## src/rtl/cbit_port_cfg.svh

```systemverilog
// Register indices, field positions, reset values and counts of the C-bit access port.
`ifndef CBIT_PORT_CFG_SVH
`define CBIT_PORT_CFG_SVH

// Register indices; the byte address is four times the index.
`define IDX_CLOCK_CTRL 6'h02
`define IDX_FEAC_CTRL 6'h19
`define IDX_STATUS 6'h20

// Field positions.
`define LOOP_TIMING_BIT 3
`define FEAC_SELECT_BIT 7
`define STAT_EXT_FAIL_BIT 0
`define STAT_USE_RX_BIT 1

// Reset values.
`define CLOCK_CTRL_RESET 8'h00
`define FEAC_CTRL_RESET 8'h00

// Receive clock edges without an external clock edge before failure is declared.
`define CLK_FAIL_LIMIT 16

// Buffer depth between the demultiplexer and the receive port.
`define RX_FIFO_DEPTH 32

// C-bit numbers of the frame.
`define CB_LAST 5'h15
`define CB_FRAME_SLOT 5'h01
`define CB_C2 5'h02
`define CB_C3 5'h03
`define CB_C6 5'h06
`define CB_C13 5'h0D
`define CB_C15 5'h0F

`endif

```

## src/rtl/cbit_port_pkg.sv

```systemverilog
// Types shared by the C-bit access port.
package cbit_port_pkg;
	typedef struct packed {
		logic [4:0] index;
		logic value;
	} cbit_word_t;

	typedef enum logic [0:0] {
		RX_SHIFT = 1'b0,
		RX_FRAME = 1'b1
	} rx_state_t;
endpackage

```

## src/rtl/cbit_port.sv

```systemverilog
// Buffer and top module of the DS3 C-bit overhead access port.
//
// Register access over APB and the register offsets were decided locally.
`timescale 1ns/1ps
`include "cbit_port_cfg.svh"
module cbit_fifo #(
	parameter int WIDTH = 6,
	parameter int DEPTH = `RX_FIFO_DEPTH
) (
	// Clock and reset.
	input wire logic sys_clk_in,
	input wire logic rstn_in,
	// Filling side.
	input wire logic in_valid_in,
	input wire logic [WIDTH-1:0] in_data_in,
	output logic in_ready_out,
	// Draining side.
	output logic out_valid_out,
	output logic [WIDTH-1:0] out_data_out,
	input wire logic out_ready_in
);
	localparam int AW = $clog2(DEPTH);
	localparam int CW = $clog2(DEPTH + 1);
	initial begin
		if (DEPTH < 2 || (1 << AW) != DEPTH || WIDTH < 1) begin
			$error("cbit_fifo needs a power-of-two depth of at least 2");
		end
	end
	logic [WIDTH-1:0] mem [DEPTH];
	logic [AW-1:0] wr_ptr, rd_ptr;
	logic [CW-1:0] count;
	logic push, pop;
	assign push = in_valid_in && in_ready_out;
	assign pop = out_valid_out && out_ready_in;
	assign out_valid_out = (count != '0);
	assign out_data_out = mem[rd_ptr];
	always_ff @(posedge sys_clk_in) begin
		if (push) begin
			mem[wr_ptr] <= in_data_in;
		end
	end
	always_ff @(posedge sys_clk_in) begin
		if (!rstn_in) begin
			wr_ptr <= '0;
			rd_ptr <= '0;
			count <= '0;
			in_ready_out <= 1'b0;
		end else begin
			wr_ptr <= wr_ptr + AW'(push);
			rd_ptr <= rd_ptr + AW'(pop);
			count <= count + CW'(push) - CW'(pop);
			in_ready_out <= (count + CW'(push) - CW'(pop)) < CW'(DEPTH);
		end
	end
endmodule

// Function
// - The receive gapped clock pulses only for receive C-bits and the data changes with its rise.
// - The receive data carries C2 to C6 and C13 to C21 of every frame in order, fourteen bits.
// - A high receive framing pulse comes just before C2 is presented.
// - The receive data-link marker is high over C13 to C15 and only while enabled.
// - The transmit gapped clock pulses only in transmit slots and input data is taken at its rise.
// - Transmit slots are C2, C4 to C6 and C13 to C21, plus C3 when the FEAC select bit is set.
// - A high transmit framing pulse comes just before the C2 slot.
// - The transmit data-link marker is high over C13 to C15 and only while enabled.
// - A low output disable floats every pin except the two data-link markers.
// - The data-link markers float while their enable is low and are driven while it is high.
// - The processor interface runs from the same system clock as the multiplexer.
// - Loss of external clock edges moves the transmit timing to the recovered receive clock.
// - A one in the loop-timing bit makes the recovered receive clock the transmit clock.
module cbit_port
	import cbit_port_pkg::*;
#(
	parameter int FAIL_LIMIT = `CLK_FAIL_LIMIT,
	parameter int FIFO_DEPTH = `RX_FIFO_DEPTH
) (
	// Clock and reset.
	input wire logic sys_clk_in,
	input wire logic rstn_in,
	// APB slave.
	input wire logic psel_in,
	input wire logic penable_in,
	input wire logic pwrite_in,
	input wire logic [7:0] paddr_in,
	input wire logic [31:0] pwdata_in,
	output logic [31:0] prdata_out,
	output logic pready_out,
	output logic pslverr_out,
	// Pins from outside.
	input wire logic ext_tx_clock_in,
	input wire logic recovered_rx_clock_in,
	input wire logic tx_overhead_data_in,
	input wire logic output_disable_n_in,
	input wire logic datalink_marker_enable_in,
	// Receive C-bits from the demultiplexer.
	input wire logic rx_cbit_valid_in,
	input wire cbit_word_t rx_cbit_in,
	output logic rx_cbit_ready_out,
	// Transmit C-bits to the multiplexer.
	output logic tx_cbit_valid_out,
	output cbit_word_t tx_cbit_out,
	// Receive overhead pins.
	output logic rx_overhead_gapped_clock_out,
	output logic rx_overhead_data_out,
	output logic rx_overhead_frame_pulse_out,
	output logic rx_datalink_marker_out,
	// Transmit overhead pins.
	output logic tx_overhead_gapped_clock_out,
	output logic tx_overhead_frame_pulse_out,
	output logic tx_datalink_marker_out,
	// Pin enables and clock state.
	output logic overhead_oe_out,
	output logic datalink_oe_out,
	output logic tx_clock_from_rx_out
);
	localparam int FW = $clog2(FAIL_LIMIT + 1);
	initial begin
		if (FAIL_LIMIT < 2 || FIFO_DEPTH < 2) begin
			$error("cbit_port needs a fail limit and buffer depth of at least 2");
		end
	end
	function automatic logic rx_selected(input logic [4:0] n);
		rx_selected = (n >= `CB_C2 && n <= `CB_C6) || (n >= `CB_C13 && n <= `CB_LAST);
	endfunction
	// Pin inputs: two flops each, then a third for edge finding on the clocks.
	logic [4:0] sync1, sync2;
	logic [1:0] clk_prev;
	logic ext_rise, rx_rise, rx_fall, tx_rise, tx_fall;
	logic datalink_marker_enable, outen, tx_data;
	always_ff @(posedge sys_clk_in) begin
		if (!rstn_in) begin
			sync1 <= 5'h10;
			sync2 <= 5'h10;
			clk_prev <= 2'h0;
		end else begin
			sync1 <= {output_disable_n_in, datalink_marker_enable_in, tx_overhead_data_in,
				recovered_rx_clock_in, ext_tx_clock_in};
			sync2 <= sync1;
			clk_prev <= sync2[1:0];
		end
	end
	assign ext_rise = sync2[0] && !clk_prev[0];
	assign rx_rise = sync2[1] && !clk_prev[1];
	assign rx_fall = !sync2[1] && clk_prev[1];
	assign tx_data = sync2[2];
	assign datalink_marker_enable = sync2[3];
	assign outen = sync2[4];
	// Registers and APB slave; one wait state, so pready comes from a flop.
	logic [7:0] clock_ctrl, feac_ctrl;
	logic loop_timing, feac_select, ext_fail, use_rx, apb_done;
	logic [5:0] idx;
	assign idx = paddr_in[7:2];
	assign loop_timing = clock_ctrl[`LOOP_TIMING_BIT];
	assign feac_select = feac_ctrl[`FEAC_SELECT_BIT];
	assign apb_done = psel_in && penable_in && pready_out;
	always_ff @(posedge sys_clk_in) begin
		if (!rstn_in) begin
			pready_out <= 1'b0;
			pslverr_out <= 1'b0;
			prdata_out <= 32'h0;
		end else if (psel_in && penable_in && !pready_out) begin
			pready_out <= 1'b1;
			pslverr_out <= 1'b0;
			prdata_out <= 32'h0;
			case (idx)
				`IDX_CLOCK_CTRL: prdata_out <= {24'h0, clock_ctrl};
				`IDX_FEAC_CTRL: prdata_out <= {24'h0, feac_ctrl};
				`IDX_STATUS: begin
					prdata_out[`STAT_EXT_FAIL_BIT] <= ext_fail;
					prdata_out[`STAT_USE_RX_BIT] <= use_rx;
				end
				default: pslverr_out <= 1'b1;
			endcase
		end else begin
			pready_out <= 1'b0;
			pslverr_out <= 1'b0;
		end
	end
	always_ff @(posedge sys_clk_in) begin
		if (!rstn_in) begin
			clock_ctrl <= `CLOCK_CTRL_RESET;
			feac_ctrl <= `FEAC_CTRL_RESET;
		end else if (apb_done && pwrite_in) begin
			if (idx == `IDX_CLOCK_CTRL) begin
				clock_ctrl <= pwdata_in[7:0];
			end
			if (idx == `IDX_FEAC_CTRL) begin
				feac_ctrl <= pwdata_in[7:0];
			end
		end
	end
	// External clock watch; an edge clears the count and ends the failure.
	logic [FW-1:0] fail_cnt;
	always_ff @(posedge sys_clk_in) begin
		if (!rstn_in) begin
			fail_cnt <= '0;
			ext_fail <= 1'b0;
		end else if (ext_rise) begin
			fail_cnt <= '0;
			ext_fail <= 1'b0;
		end else if (rx_rise) begin
			if (fail_cnt == FW'(FAIL_LIMIT)) begin
				ext_fail <= 1'b1;
			end else begin
				fail_cnt <= fail_cnt + FW'(1);
			end
		end
	end
	// Register logic runs on the system clock; the selected source is reported to software.
	always_ff @(posedge sys_clk_in) begin
		if (!rstn_in) begin
			use_rx <= 1'b0;
		end else begin
			use_rx <= loop_timing || ext_fail;
		end
	end
	assign tx_rise = use_rx ? rx_rise : ext_rise;
	assign tx_fall = use_rx ? rx_fall : (!sync2[0] && clk_prev[0]);
	// Receive path: buffer selected C-bits, shift them out on recovered clock edges.
	cbit_word_t fifo_head;
	logic fifo_valid, fifo_in_valid, rx_pop;
	rx_state_t rx_state;
	logic [4:0] rx_cur;
	// Unselected C-bits are accepted and dropped, but only while the buffer has room, as the ready output is shared.
	assign fifo_in_valid = rx_cbit_valid_in && rx_selected(rx_cbit_in.index);
	cbit_fifo #(.WIDTH($bits(cbit_word_t)), .DEPTH(FIFO_DEPTH)) u_rx_fifo (
		.sys_clk_in(sys_clk_in),
		.rstn_in(rstn_in),
		.in_valid_in(fifo_in_valid),
		.in_data_in(rx_cbit_in),
		.in_ready_out(rx_cbit_ready_out),
		.out_valid_out(fifo_valid),
		.out_data_out(fifo_head),
		.out_ready_in(rx_pop)
	);
	assign rx_pop = rx_rise && fifo_valid &&
		(rx_state == RX_FRAME || fifo_head.index != `CB_C2);
	always_ff @(posedge sys_clk_in) begin
		if (!rstn_in) begin
			rx_state <= RX_SHIFT;
			rx_overhead_frame_pulse_out <= 1'b0;
		end else if (rx_rise) begin
			case (rx_state)
				RX_SHIFT: begin
					if (fifo_valid && fifo_head.index == `CB_C2) begin
						rx_state <= RX_FRAME;
						rx_overhead_frame_pulse_out <= 1'b1;
					end
				end
				RX_FRAME: begin
					rx_state <= RX_SHIFT;
					rx_overhead_frame_pulse_out <= 1'b0;
				end
				default: begin
					rx_state <= RX_SHIFT;
					rx_overhead_frame_pulse_out <= 1'b0;
				end
			endcase
		end
	end
	always_ff @(posedge sys_clk_in) begin
		if (!rstn_in) begin
			rx_overhead_gapped_clock_out <= 1'b0;
			rx_overhead_data_out <= 1'b1;
			rx_cur <= 5'h0;
		end else if (rx_pop) begin
			rx_overhead_gapped_clock_out <= 1'b1;
			rx_overhead_data_out <= fifo_head.value;
			rx_cur <= fifo_head.index;
		end else if (rx_fall) begin
			rx_overhead_gapped_clock_out <= 1'b0;
		end
	end
	always_ff @(posedge sys_clk_in) begin
		if (!rstn_in) begin
			rx_datalink_marker_out <= 1'b0;
		end else begin
			rx_datalink_marker_out <= datalink_marker_enable && rx_cur >= `CB_C13 && rx_cur <= `CB_C15;
		end
	end
	// Transmit path: a slot count over C1 to C21 paced by the selected transmit clock.
	logic [4:0] tx_slot, next_slot;
	logic tx_take;
	assign next_slot = (tx_slot == `CB_LAST) ? `CB_FRAME_SLOT : tx_slot + 5'h01;
	assign tx_take = rx_selected(next_slot) || (next_slot == `CB_C3);
	always_ff @(posedge sys_clk_in) begin
		if (!rstn_in) begin
			tx_slot <= `CB_LAST;
			tx_overhead_gapped_clock_out <= 1'b0;
			tx_overhead_frame_pulse_out <= 1'b0;
		end else if (tx_rise) begin
			tx_slot <= next_slot;
			tx_overhead_frame_pulse_out <= (next_slot == `CB_FRAME_SLOT);
			tx_overhead_gapped_clock_out <= tx_take &&
				(next_slot != `CB_C3 || feac_select);
		end else if (tx_fall) begin
			tx_overhead_gapped_clock_out <= 1'b0;
		end
	end
	// The data pin is taken at the cycle the gapped clock rises, two flops late by design.
	always_ff @(posedge sys_clk_in) begin
		if (!rstn_in) begin
			tx_cbit_valid_out <= 1'b0;
			tx_cbit_out <= '0;
		end else begin
			tx_cbit_valid_out <= tx_rise && tx_take && (next_slot != `CB_C3 || feac_select);
			if (tx_rise) begin
				tx_cbit_out <= '{index: next_slot, value: tx_data};
			end
		end
	end
	always_ff @(posedge sys_clk_in) begin
		if (!rstn_in) begin
			tx_datalink_marker_out <= 1'b0;
		end else begin
			tx_datalink_marker_out <= datalink_marker_enable && tx_slot >= `CB_C13 && tx_slot <= `CB_C15;
		end
	end
	// Pin enables; the markers ignore the output disable.
	always_ff @(posedge sys_clk_in) begin
		if (!rstn_in) begin
			overhead_oe_out <= 1'b0;
			datalink_oe_out <= 1'b0;
			tx_clock_from_rx_out <= 1'b0;
		end else begin
			overhead_oe_out <= outen;
			datalink_oe_out <= datalink_marker_enable;
			tx_clock_from_rx_out <= use_rx;
		end
	end
	a_rx_clock_data: assert property (@(posedge sys_clk_in) disable iff (!rstn_in)
		$rose(rx_overhead_gapped_clock_out) |-> $past(rx_pop))
		else $error("receive gapped clock rose without a new bit");
	a_rx_bit_select: assert property (@(posedge sys_clk_in) disable iff (!rstn_in)
		$rose(rx_overhead_gapped_clock_out) |-> rx_selected(rx_cur))
		else $error("receive bit outside the C-bit set");
	a_rx_frame_c2: assert property (@(posedge sys_clk_in) disable iff (!rstn_in)
		$fell(rx_overhead_frame_pulse_out) |-> rx_cur == `CB_C2)
		else $error("receive framing pulse not followed by C2");
	a_rx_marker_span: assert property (@(posedge sys_clk_in) disable iff (!rstn_in)
		rx_datalink_marker_out |-> $past(datalink_marker_enable) && $past(rx_cur) >= `CB_C13
			&& $past(rx_cur) <= `CB_C15)
		else $error("receive marker outside C13 to C15");
	a_tx_c3_gate: assert property (@(posedge sys_clk_in) disable iff (!rstn_in)
		$rose(tx_overhead_gapped_clock_out) && tx_slot == `CB_C3 |-> $past(feac_select))
		else $error("C3 gated in without the FEAC select bit");
	a_tx_take_data: assert property (@(posedge sys_clk_in) disable iff (!rstn_in)
		$rose(tx_overhead_gapped_clock_out) |-> tx_cbit_valid_out && tx_cbit_out.index == tx_slot)
		else $error("transmit bit not taken at the gapped clock rise");
	a_tx_frame_slot: assert property (@(posedge sys_clk_in) disable iff (!rstn_in)
		$rose(tx_overhead_frame_pulse_out) |-> tx_slot == `CB_FRAME_SLOT
			&& !tx_overhead_gapped_clock_out)
		else $error("transmit framing pulse outside the slot before C2");
	a_tx_marker_span: assert property (@(posedge sys_clk_in) disable iff (!rstn_in)
		tx_datalink_marker_out |-> $past(datalink_marker_enable) && $past(tx_slot) >= `CB_C13
			&& $past(tx_slot) <= `CB_C15)
		else $error("transmit marker outside C13 to C15");
	a_oe_follow: assert property (@(posedge sys_clk_in) disable iff (!rstn_in)
		rstn_in |=> overhead_oe_out == $past(outen) && datalink_oe_out == $past(datalink_marker_enable))
		else $error("pin enable does not follow its control pin");
	a_fail_switch: assert property (@(posedge sys_clk_in) disable iff (!rstn_in)
		rx_rise && !ext_rise && fail_cnt == FW'(FAIL_LIMIT) |=> ##1 use_rx)
		else $error("no switch to the receive clock after clock loss");
	a_loop_timing: assert property (@(posedge sys_clk_in) disable iff (!rstn_in)
		loop_timing |=> use_rx)
		else $error("loop timing did not select the receive clock");
endmodule

```

## config.mk

```make
export PLATFORM = sky130hd
export DESIGN_NAME = cbit_port
export DESIGN_NICKNAME = d
export VERILOG_FILES = /design/src/rtl/cbit_port_pkg.sv /design/src/rtl/cbit_port.sv
export VERILOG_INCLUDE_DIRS = /design/src /design/src/rtl
export SDC_FILE = /design/constraint.sdc
export NUM_CORES = 1
export LEC_CHECK = 0
export BUFFER_PORTS_ARGS = -buffer_cell sky130_fd_sc_hd__buf_2
export CAP_MARGIN = 30
export CORE_MARGIN = 10
export CORE_UTILIZATION = 60
export DETAILED_ROUTE_END_ITERATION = 6
export GPL_TIMING_DRIVEN = 1
export PLACE_DENSITY = 0.81
export SLEW_MARGIN = 10
export SYNTH_ARGS = -nofsm -noshare
export SYNTH_HDL_FRONTEND = slang
export SYNTH_HIERARCHICAL = 1
export SYNTH_SLANG_ARGS = --single-unit
```

## constraint.sdc

```tcl
create_clock -name sys_clk_in -period 8 [get_ports sys_clk_in]
set_input_delay 1.2 -clock sys_clk_in [delete_from_list [all_inputs] [get_ports sys_clk_in]]
set_output_delay 1.2 -clock sys_clk_in [all_outputs]
set_load 0.005 [all_outputs]
```

==> results of run 1 <==
==> cell families after synthesis <==
logic type,count (synthesis),synth area share (%)
flops,280,64.6
simple gates,246,11.0
compound gates,98,5.57
mux,96,11.2
buf+inv,85,4.33
fa+ha+maj,18,2.00
xor+xnor,17,1.28
other cells,1,0.0322
==> worst min-delay path by stage <==
stage               cells past startpoint                  end                 from  slack [ps]
CTS                                     1  sync2[4]$_SDFF_PN1_  sync1[4]$_SDFF_PN1_         410
detailed placement                      1  sync2[4]$_SDFF_PN1_  sync1[4]$_SDFF_PN1_         390
finish                                  1  sync2[4]$_SDFF_PN1_  sync1[4]$_SDFF_PN1_         400
global route                            1  sync2[4]$_SDFF_PN1_  sync1[4]$_SDFF_PN1_         420
global placement                        1  sync2[4]$_SDFF_PN1_  sync1[4]$_SDFF_PN1_         390
floorplan                               1  sync2[4]$_SDFF_PN1_  sync1[4]$_SDFF_PN1_         390
==> layer usage <==
layer | share of wire (%) | track usage, % | up-vias
met3 | 6.4 | 2.92 | 46
met2 | 50 | 29.0 | 241
li1 | - | - | 3193
met5 | 0 | 0 | -
met4 | 2.9 | 5.60 | 0
met1 | 41 | 22.2 | 3355
==> synthesized netlist by cell type, types with 4 or more instances <==
cell type / n / area share (%)
nor3_1: 4 / 0.17
nand3b_1: 10 / 0.64
o21ai_0: 15 / 0.64
xnor2_1: 8 / 0.60
nand4_1: 4 / 0.21
nor2_1: 91 / 2.9
and2_1: 20 / 1.1
a221oi_1: 12 / 0.90
nand2b_1: 9 / 0.48
buf_4: 33 / 2.1
inv_1: 20 / 0.64
ha_1: 17 / 1.8
clkbuf_1: 22 / 0.71
dfxtp_1: 88 / 15
or3_1: 7 / 0.38
nand3_1: 32 / 1.4
buf_6: 6 / 0.58
mux4_2: 14 / 2.7
nand2_1: 38 / 1.2
a22o_1: 6 / 0.45
a22oi_1: 15 / 0.97
edfxtp_1: 192 / 50
mux4_1: 10 / 2.3
xor2_1: 9 / 0.68
mux2i_1: 70 / 6.0
a21oi_1: 32 / 1.4
==> placed cells by master, fill, tap and decap left out, types with 6 or more instances in the layout <==
cell type	count
clkbuf_16	27
conb_1	24
xnor2_1	8
a22o_1	6
or3_1	7
and2_1	20
nand2_1	38
nand3_1	32
dfxtp_1	87
o21ai_0	15
nand2b_1	9
nor2_1	91
edfxtp_1	192
mux4_1	10
ha_1	17
a221oi_1	12
mux4_2	14
nand3b_1	10
inv_1	20
a21oi_1	32
a22oi_1	15
xor2_1	9
clkinv_1	6
buf_2	59
mux2i_1	70
==> worst reg2reg max path, delay by kind of cell, from the launching register on <==
family | cells | cell delay, ps
flops | 1 | 620
mux | 1 | 620
compound gates | 4 | 1220
xor+xnor | 1 | 140
fa+ha+maj | 3 | 880
simple gates | 4 | 930
buf+inv | 3 | 860
==> registers in the layout (all words and copies together) (netlist names), 2 cells and up <==
register	cells
fail_cnt	5
prdata_out	8
u_rx_fifo/count	6
sync1	5
u_rx_fifo/wr_ptr	5
rx_cur	5
tx_slot	5
u_rx_fifo/mem	192
feac_ctrl	8
u_rx_fifo/rd_ptr	5
clk_prev	2
clock_ctrl	8
sync2	5
tx_cbit_out	4
==> power by group through the flow <==
stage	registers, mW	clock network [mW]	logic, mW
2_1_floorplan	1.62	0	0.259
3_3_place_gp	1.63	0	0.306
3_5_place_dp	1.63	0	0.317
4_1_cts	1.60	1.24	0.319
5_1_grt	1.60	1.30	0.357
6_report	1.60	1.23	0.317
==> cell type report <==
class / count / area [um^2] / area share, %
inverter: 21 / 78.8 / 0.613
clock inverter: 16 / 160 / 1.25
timing repair buffer: 65 / 360 / 2.80
multi-input combinational: 499 / 3700 / 28.8
clock buffer: 32 / 694 / 5.40
sequential: 280 / 7530 / 58.6
tap: 260 / 325 / 2.53
==> stage by stage <==
step / hold WS (ps) / util [%] / instances
CTS: 407 / 67.9 / 1170
global placement: 390 / 63.2 / 1121
global route: 416 / 68.0 / 1173
detailed placement: 393 / 63.4 / 1122
finish: 404 / 68.0 / 1173
floorplan: 386 / - / 864
==> reports/metrics.yaml, run 1 <==
setup_path:
  max_stage_delay_ps: 740
  r2r_setup_slack_ps: 2600
  startpoint_type: "flop"
  end_kind: "flop"
  crit_arrival_ps: 5810
  cp_max_fo: 51
  worstPathRequired_ps: 8400
  path_cells: "buf_4 -> mux4_2 -> a221oi_1 -> nand3_1 -> or4b_1 -> o31ai_2 -> inv_1 -> and2_1 -> ha_1 -> inv_1 -> ha_1 -> fa_1 -> a21oi_1 -> o21bai_1 -> xnor2_1 -> nor2_1"
  crit_buf_inv: 3
  crit_cells: 16
  critical-path-top-delay-family: "compound AO/OA/AOI/OAI gates"
  rr_worst_depth: 16
  reg2reg_to: "u_rx_fifo/count[4]$_SDFF_PN0_"
  endpoint: "u_rx_fifo/count[4]$_SDFF_PN0_"
  cp_slowest_cell: "buf_4"
  reg2reg_from: "u_rx_fifo/rd_ptr[0]$_SDFF_PN0_"
  worstSetupStartpoint: "u_rx_fifo/rd_ptr[0]$_SDFF_PN0_"
  critical_path_class: "flop to flop"
die:
  core-area_um2: 18900
  die-area_um2: 25400
  die_w_um: 159
  start_util_pct: 61.6
  pin_count: 109
  num_rows: 50
  fp.dieH_um: 159
sta:
  fin_crit_sh_pct: 67.5
  setup_slack_ps: 2600
  drv_slew: 0
  setup_viol: 0
  worst_slew_pin_slew_ps: 887
  max_freq_ghz: 0.185
  finalWorstPathRequiredPeriod_ps: 5400
  finalSetupTns_ps: 0
  skew_ps: 15.2
  finalHoldViolCount: 0
  rsz0062_at_grt: "false"
  maxSlewHeadroom_pct: 40.9
worst_hold_path:
  hp-class: "flop to flop"
cells_and_area:
  antenna_cells: 0
  nNetsFinal: 969
  area_growth_pct: 10.3
  drive_gt1_share_pct: 14.2
  fillers: 1309
  fin_area_um2: 12800
power_and_ir_drop:
  power_density_nw_per_um2: 245
  ir_drop_mv: 0.226
  power.share.switching_pct: 22.7
  p_clk_share_pct: 39.1
  p_switching_mw: 0.713
  p_int_mw: 2.43
  p_total_mw: 3.14
  pwr-share-seq_pct: 50.8
  power_frac_comb_pct: 10.1
  leakage_nw: 4.43
routing:
  wl_per_cell_um: 19.3
  drc_errors: 0
  viasPerCell: 5.83
  drt-total-wl_mm: 22.7
  ant_nets: 0
  dr.pass1.iters: 5
  drtIter0Drc: 547
  via_count: 6835
place:
  place_ws_ps: 2590
  dp_hpwl_mm: 14.7
  port_buffers: 58
  place_area_um2: 12000
  place_congestion: 0.798
grt:
  grt_pass1_wl_mm: 35.7
  grt_overflow_total: 0
  grt_max_degree: 52
  grt_pass1_vias: 6721
  antenna_found_initial: 0
  groute.usage.overall_pct: 17.2
logic_synthesis:
  synthFlopType: "edfxtp_1"
  synth_seq_cells: 280
  synth_cell_type_count: 58
  ys_seq_area_share_pct: 64.6
  async_flop_share_pct: 0
  synth-warning-count: 6
  synthCells: 841
  synth_edf_count: 192
  synth_area_um2: 11600
  syn_avg_cell_area_um2: 13.8
run:
  maxCapViolations: 0
clock_network:
  clock_path_buffers: 3
  cts_tree: "built"
  post_cts_buffers: 0
  cts_buffers: 27
  cts-resized-gates: 0
  cts_max_level: 1
  cts-root-buf: "clkbuf_16"
  cts_sinks: 280
  clk_pin_slew_ps: 60
  clock_latency_ps: 530
  cts.hold.buffers_added: 0
status:
  outcome: "completed"
No activity file was read; power rests on OpenSTA's default activity.
==> run 2, diff against run 1 <==
ABC_AREA = 1   (was default)
CORE_UTILIZATION = 54   (was 60)
PLACE_DENSITY = 0.76   (was 0.81)
clock period = 4.6 ns   (was 8 ns; I/O delays follow)
==> run 2 against run 1 <==
Against the previous run:
- sequential share of layout area down 1.8 points
- die area up 12%
- clock skew about the same
- combinational power up 93%
- final area up 3.1%
==> reports/metrics.yaml, run 2 <==
cells_and_area:
  layout_commonest_cell: "nand2_1"
  drive_gt1_share_pct: 10.2  # -4.1 points
  fin_area_um2: 13200  # +3.1%
  nNetsFinal: 1351  # +39%
  fillers: 1757  # +34%
  multi_input_area_um2: 3640  # -1.7%
  antenna_cells: 0  # unchanged
  seq_area_um2: 7530  # about the same
  final_cell_mix: "nand2_1 (389), edfxtp_1 (192), nand3_1 (140), nor2_1 (98), inv_1 (93)"
  final_util_pct: 60.9  # -7.1 points
  area_growth_pct: 11.5
  largest_register_ff_count: 192  # unchanged
  regMostFlops: "u_rx_fifo/mem"
die:
  fp.dieH_um: 168  # +5.7%
  die-area_um2: 28300  # +12%
  core-area_um2: 21800  # +15%
  start_util_pct: 54.6  # -7.0 points
  num_rows: 54  # +8.0%
  die_w_um: 168  # +5.7%
  pin_count: 109  # unchanged
worst_hold_path:
  worst_hold_path.endpoint: "sync1[0]$_SDFF_PN0_"
  hp-start: "ext_tx_clock_in"
  holdPathStages: 3  # +2
  hp-class: "input pin to flop"
clock_network:
  cts_buffers: 29  # +7.4%
  cts-root-buf: "clkbuf_16"
  cts_max_level: 1  # unchanged
  clock_latency_ps: 540  # about the same
  cts_sinks: 280  # unchanged
  cts.hold.buffers_added: 0  # unchanged
  cts-resized-gates: 0  # unchanged
  cts_tree: "built"
  clk_pin_slew_ps: 60  # about the same
  post_cts_buffers: 0  # unchanged
  clock_path_buffers: 3  # unchanged
logic_synthesis:
  synth_seq_cells: 280  # unchanged
  yosysTopAreaCellShare_pct: 48.5  # -1.0 points
  synth_cell_type_count: 38  # -34%
  synth_edf_count: 192  # unchanged
  synth_area_um2: 11900  # +2.1%
  yosysMostFrequentCell: "nand2_1"
  synthCells: 1226  # +46%
  syn_avg_cell_area_um2: 9.69  # -30%
  synth_area_leaders: "edfxtp_1 (49%), dfxtp_1 (15%), nand2_1 (12%)"
  synth_commonest_cells: "nand2_1 (389), edfxtp_1 (192), nand3_1 (140), nor2_1 (98), inv_1 (93)"
  synth-warning-count: 6  # unchanged
  synthFlopType: "edfxtp_1"
  ys_seq_area_share_pct: 63.3  # -1.3 points
  async_flop_share_pct: 0  # unchanged
  synth_area_leader_cell: "edfxtp_1"
sta:
  finalSetupTns_ps: 0  # unchanged
  worst_slew_pin_slew_ps: 978  # +91.4 ps
  setup_viol: 0  # unchanged
  max_freq_ghz: 0.257  # +39%
  rsz0062_at_grt: "false"
  finalHoldViolCount: 0  # unchanged
  drv_slew: 0  # unchanged
  maxSlewHeadroom_pct: 34.5  # -6.3 points
  fin_crit_sh_pct: 84.6  # +17 points
  finalWorstPathRequiredPeriod_ps: 3890  # -1510 ps
  skew_ps: 14.7  # -0.479 ps
routing:
  top_layer_used: "met4"
  dr.pass1.iters: 5  # unchanged
  wl_met1_mm: 10.3  # +11%
  via_count: 8476  # +24%
  wl_met2_mm: 13.2  # +16%
  drtIter0Drc: 907  # +66%
  viasPerCell: 5.37  # -7.8%
  drt-total-wl_mm: 26.2  # +16%
  drc_errors: 0  # unchanged
  wl_per_cell_um: 16.6  # -14%
  ant_nets: 0  # unchanged
  met3_length_mm: 2.03  # +40%
grt:
  grt_pass1_vias: 8209  # +22%
  antenna_found_initial: 0  # unchanged
  grt_pass1_wl_mm: 41.9  # +17%
  groute.usage.overall_pct: 18.0  # +0.79 points
  grt_max_degree: 98  # +88%
  grt_overflow_total: 0  # unchanged
setup_path:
  cp_slowest_cell: "inv_1"
  path_cells: "inv_1 -> buf_4 -> nand3_1 -> nand3_1 -> nand3_1 -> nand3_1 -> nand2_1 -> nor2_1 -> nand4_1 -> nor2_1 -> nor2_1 -> and2_1 -> ha_1 -> inv_1 -> ha_1 -> fa_1 -> nand2_1 -> inv_1 -> o21ai_0 -> nand2_1 -> o21ai_0 -> a21oi_1"
  max_stage_delay_ps: 410  # -330 ps
  rr_worst_depth: 22  # +6
  crit_buf_inv: 4  # +1
  r2r_setup_slack_ps: 710  # -1890 ps
  reg2reg_from: "u_rx_fifo/rd_ptr[1]$_SDFF_PN0_"
  timing.critical_path.mode_cell: "nand3_1"
  reg2reg_to: "u_rx_fifo/count[4]$_SDFF_PN0_"
  critical_path_class: "flop to flop"
  critical-path-top-delay-family: "simple AND/OR/NAND/NOR gates"
  worstPathRequired_ps: 5030  # -3370 ps
  end_kind: "flop"
  crit_arrival_ps: 4320  # -1490 ps
  startpoint_type: "flop"
  cp_max_fo: 13  # -75%
run:
  maxCapViolations: 0  # unchanged
place:
  port_buffers: 58  # unchanged
  place_area_um2: 12300  # +2.3%
  dp_hpwl_mm: 16.9  # +15%
  place_congestion: 0.967  # +21%
power_and_ir_drop:
  p_total_mw: 5.76  # +83%
  ir_drop_mv: 0.360  # +59%
  power_density_nw_per_um2: 435  # +78%
  leakage_nw: 5.45  # +23%
status:
  outcome: "completed"
==> run 2: cell types whose count changed after synthesis, moves of 10 or more <==
| cell | before | now |
|---|---|---|
| inv_1 | 20 | 93 |
| mux4_1 | 10 | 0 |
| a21oi_1 | 32 | 63 |
| clkbuf_1 | 22 | 8 |
| a22oi_1 | 15 | 0 |
| nand2_1 | 38 | 389 |
| and2_1 | 20 | 1 |
| nand3_1 | 32 | 140 |
| buf_2 | 0 | 18 |
| mux2i_1 | 70 | 0 |
| mux4_2 | 14 | 0 |
| a221oi_1 | 12 | 0 |
==> run 2: per-layer routing <==
metal	up-vias	track usage, %
li1	4124	-
met1	3976	22.1
met2	311	31.3
met3	65	3.12
met4	0	6.02
met5	-	0
==> run 2: tightest hold or removal path, stage by stage <==
cell and delay (ps):
buf_2 70, nand2_1 40, inv_1 40
==> run 2: cell type report <==
class	instances	share of cell area (%)
Timing Repair Buffer	66	2.83
Sequential cell	280	56.8
Clock inverter	13	1.31
Clock buffer	39	6.18
Tap cell	280	2.65
Multi-Input combinational cell	803	27.5
Inverter	96	2.74
==> run 2: cell families (layout without fill, tap and decap cells) <==
kind of cell / after synthesis / in the layout / synth area share [%]
buf+inv: 166 / 214 / 6.78
xor+xnor: 3 / 3 / 0.221
fa+ha+maj: 18 / 18 / 1.96
other cells: 1 / 24 / 0.0316
simple gates: 654 / 654 / 22.9
compound gates: 104 / 104 / 4.74
flops: 280 / 280 / 63.3
==> run 2: how the worst max path moves through the flow <==
stage | slack, ps | endpoint | cells after the start | start
2_1_floorplan | 1480 | u_rx_fifo/count[4]$_SDFF_PN0_ | 24 | u_rx_fifo/rd_ptr[0]$_SDFF_PN0_
3_3_place_gp | 830 | u_rx_fifo/count[4]$_SDFF_PN0_ | 22 | u_rx_fifo/rd_ptr[1]$_SDFF_PN0_
3_5_place_dp | 780 | u_rx_fifo/count[4]$_SDFF_PN0_ | 22 | u_rx_fifo/rd_ptr[1]$_SDFF_PN0_
4_1_cts | 740 | u_rx_fifo/count[4]$_SDFF_PN0_ | 22 | u_rx_fifo/rd_ptr[1]$_SDFF_PN0_
5_1_grt | 350 | u_rx_fifo/count[4]$_SDFF_PN0_ | 22 | u_rx_fifo/rd_ptr[1]$_SDFF_PN0_
6_report | 710 | u_rx_fifo/count[4]$_SDFF_PN0_ | 22 | u_rx_fifo/rd_ptr[1]$_SDFF_PN0_
==> run 2: power by group <==
| group | total (mW) | switching [mW] | internal (mW) |
|---|---|---|---|
| clock network | 2.39 | 0.917 | 1.47 |
| registers | 2.76 | 0.0259 | 2.74 |
| logic | 0.613 | 0.420 | 0.194 |
| total | 5.76 | 1.36 | 4.40 |
==> run 2: per-stage QoR <==
step / std cells / setup slack, ps / hold WS, ps
floorplan: 1249 / 1480 / 390
global placement: 1525 / 826 / 393
detailed placement: 1525 / 779 / 397
CTS: 1577 / 743 / 325
global route: 1577 / 350 / 348
finish: 1577 / 708 / 342
==> run 3, diff against run 2 <==
clock period = 3.45 ns   (was 4.6 ns; I/O delays follow)
==> run 3 against run 2 <==
Against the previous run:
- register-to-register slack got worse by 650 ps
- clock skew up 4.6 ps
- final area grew 6.8%
- worst hold slack worse by 180 ps
- non-clock buffer count grew 80
- sequential cell count did not move
- global-route usage rose by 1.4 points
- total power up 38%
- die area is the same
==> reports/metrics.yaml, run 3 (synthesized netlist as in run 2, its figures left out) <==
clock_network:
  cts.hold.buffers_added: 0  # unchanged
  clock_latency_ps: 540  # about the same
  clk_pin_slew_ps: 70  # about the same
  clock_path_buffers: 3  # unchanged
  cts_max_level: 1  # unchanged
  cts-root-buf: "clkbuf_16"
  cts_buffers: 29  # unchanged
  cts_tree: "built"
  cts_sinks: 280  # unchanged
die:
  start_util_pct: 54.6  # unchanged
  core-area_um2: 21800  # unchanged
  num_rows: 54  # unchanged
  fp.dieH_um: 168  # unchanged
  die-area_um2: 28300  # unchanged
  pin_count: 109  # unchanged
  die_w_um: 168  # unchanged
routing:
  wl_per_cell_um: 18.0  # +8.4%
  viasPerCell: 5.47  # +1.7%
  drc_errors: 0  # unchanged
  ant_nets: 0  # unchanged
  via_count: 9068  # +7.0%
  dr.pass1.iters: 6  # +1
  drtIter0Drc: 1156  # +27%
  drt-total-wl_mm: 29.9  # +14%
grt:
  grt_use_met3_pct: 3.59  # +0.47 points
  groute.usage.overall_pct: 19.4  # +1.4 points
  grt_use_met2_pct: 33.8  # +2.5 points
  use_met1_pct: 23.9  # +1.8 points
  grt_pass1_wl_mm: 44.8  # +7.0%
  antenna_found_initial: 0  # unchanged
  grt_pass1_vias: 8723  # +6.3%
  busiest_layer: "met2"
  grt_max_degree: 50  # -49%
  grt_overflow_total: 0  # unchanged
sta:
  finalSetupTns_ps: 0  # unchanged
  finalHoldViolCount: 0  # unchanged
  finalWorstPathRequiredPeriod_ps: 3400  # -496 ps
  max_freq_ghz: 0.294  # +15%
  drv_slew: 0  # unchanged
  worst_slew_pin_slew_ps: 735  # -243 ps
  maxSlewHeadroom_pct: 50.8  # +16 points
  setup_viol: 0  # unchanged
  fin_crit_sh_pct: 98.4  # +14 points
  rsz0062_at_grt: "true"
  skew_ps: 19.3  # +4.60 ps
setup_path:
  worstPathRequired_ps: 3880  # -1150 ps
  worstSetupStartpoint: "u_rx_fifo/rd_ptr[0]$_SDFF_PN0_"
  timing.critical_path.mode_cell: "nand3_1"
  max_stage_delay_ps: 420  # about the same
  crit_arrival_ps: 3830  # -490 ps
  critical_path_class: "flop to flop"
  r2r_setup_slack_ps: 50  # -650 ps
  endpoint: "u_rx_fifo/count[4]$_SDFF_PN0_"
  cp_max_fo: 12  # -1
  reg2reg_from: "u_rx_fifo/rd_ptr[0]$_SDFF_PN0_"
  rr_worst_depth: 22  # unchanged
  cp_slowest_cell: "dfxtp_4"
  startpoint_type: "flop"
  reg2reg_to: "u_rx_fifo/count[4]$_SDFF_PN0_"
  end_kind: "flop"
  path_cells: "buf_6 -> clkbuf_16 -> nand2_1 -> nand3_1 -> nand3_1 -> nand3_1 -> nand3_1 -> nand2_1 -> nand4_1 -> nor2_2 -> nor2_2 -> and2_4 -> ha_4 -> inv_2 -> ha_4 -> fa_2 -> nand2_2 -> inv_2 -> o21ai_2 -> nand2_1 -> o21ai_1 -> a21oi_1"
run:
  maxCapViolations: 0  # unchanged
cells_and_area:
  largest_register_ff_count: 192  # unchanged
  antenna_cells: 0  # unchanged
  layout.cells.non_filler: 1659  # +5.2%
  final_util_pct: 65.0  # +4.2 points
  layout_commonest_cell: "nand2_1"
  nNetsFinal: 1431  # +5.9%
  final_cell_mix: "nand2_1 (385), edfxtp_1 (192), nand3_1 (133), nor2_1 (94), inv_1 (90)"
  drive_gt1_share_pct: 17.1  # +6.9 points
  fillers: 1673  # -4.8%
  regMostFlops: "u_rx_fifo/mem"
  area_growth_pct: 19.1
place:
  dpl.cell_count: 1591  # +4.3%
  dp_hpwl_mm: 18.4  # +8.6%
  port_buffers: 58  # unchanged
  place_congestion: 0.879  # -9.1%
status:
  outcome: "completed"
worst_hold_path:
  hp-start: "tx_overhead_data_in"
  hp-class: "input pin to flop"
power_and_ir_drop:
  power_density_nw_per_um2: 563  # +29%
  ir_drop_mv: 0.542  # +51%
  leakage_nw: 5.94  # +9.1%
-- run 3: layout make-up --
| cell class | instances | area (um^2) | share of cell area (%) |
|---|---|---|---|
| multi-input cells | 803 | 3730 | 26.4 |
| repair buffers | 146 | 1160 | 8.19 |
| flip-flops and latches | 280 | 7530 | 53.2 |
| clock buffers | 36 | 803 | 5.68 |
| inverters | 96 | 375 | 2.65 |
| well taps | 280 | 350 | 2.48 |
| clock inverters | 18 | 196 | 1.39 |
-- run 3: timing repair --
action / 4_1_cts / 5_1_grt
buffers inserted: 0 / 5
resized for setup: 8 / 33
pin swaps: 2 / 13
endpoints found under the setup margin: 1 / 1
gates cloned: 0 / 8
-- run 3: worst max-delay path, delay by kind of cell (launching register included) --
kind                     cells  cell delay (ps)
buffers and inverters        4              450
AND/OR/NAND/NOR             12             1290
flip-flops                   1              420
adder cells (fa/ha/maj)      3              780
AO/OA/AOI/OAI                3              340
-- run 3: worst min path at each step --
stage,to,cells after the start
final,sync1[2]$_SDFF_PN0_,3
after CTS,sync1[2]$_SDFF_PN0_,3
after global placement,sync2[3]$_SDFF_PN0_,2
after floorplan,overhead_oe_out$_SDFF_PN0_,2
after detailed placement,sync2[0]$_SDFF_PN0_,2
after global routing,sync1[4]$_SDFF_PN1_,2
-- run 3: per-layer routing --
metal | share of wire (%) | vias to the layer above | wire length [um]
met3 | 8.5 | 80 | 2550
met5 | 0 | - | 0
li1 | - | 4279 | -
met4 | 3.7 | 0 | 1100
met1 | 38 | 4297 | 11500
met2 | 49 | 412 | 14700
-- run 3: power breakdown --
part           switching (mW)  internal (mW)  total [mW]
combinational           0.667          0.393        1.06
clock                    1.27           1.95        3.22
sequential             0.0407           3.65        3.69
total                    1.98           5.99        7.97
-- run 3: per-stage QoR --
step	power (mW)	hold WS, ps	worst slack (ps)	instance area, um^2
after global placement	4.59	396	38.7	12800
final	7.97	160	53.9	14100
after detailed placement	4.61	406	-50.0	12800
after CTS	7.83	149	36.2	13800
after floorplan	4.35	390	326	12000
after global routing	8.25	161	-140	14100
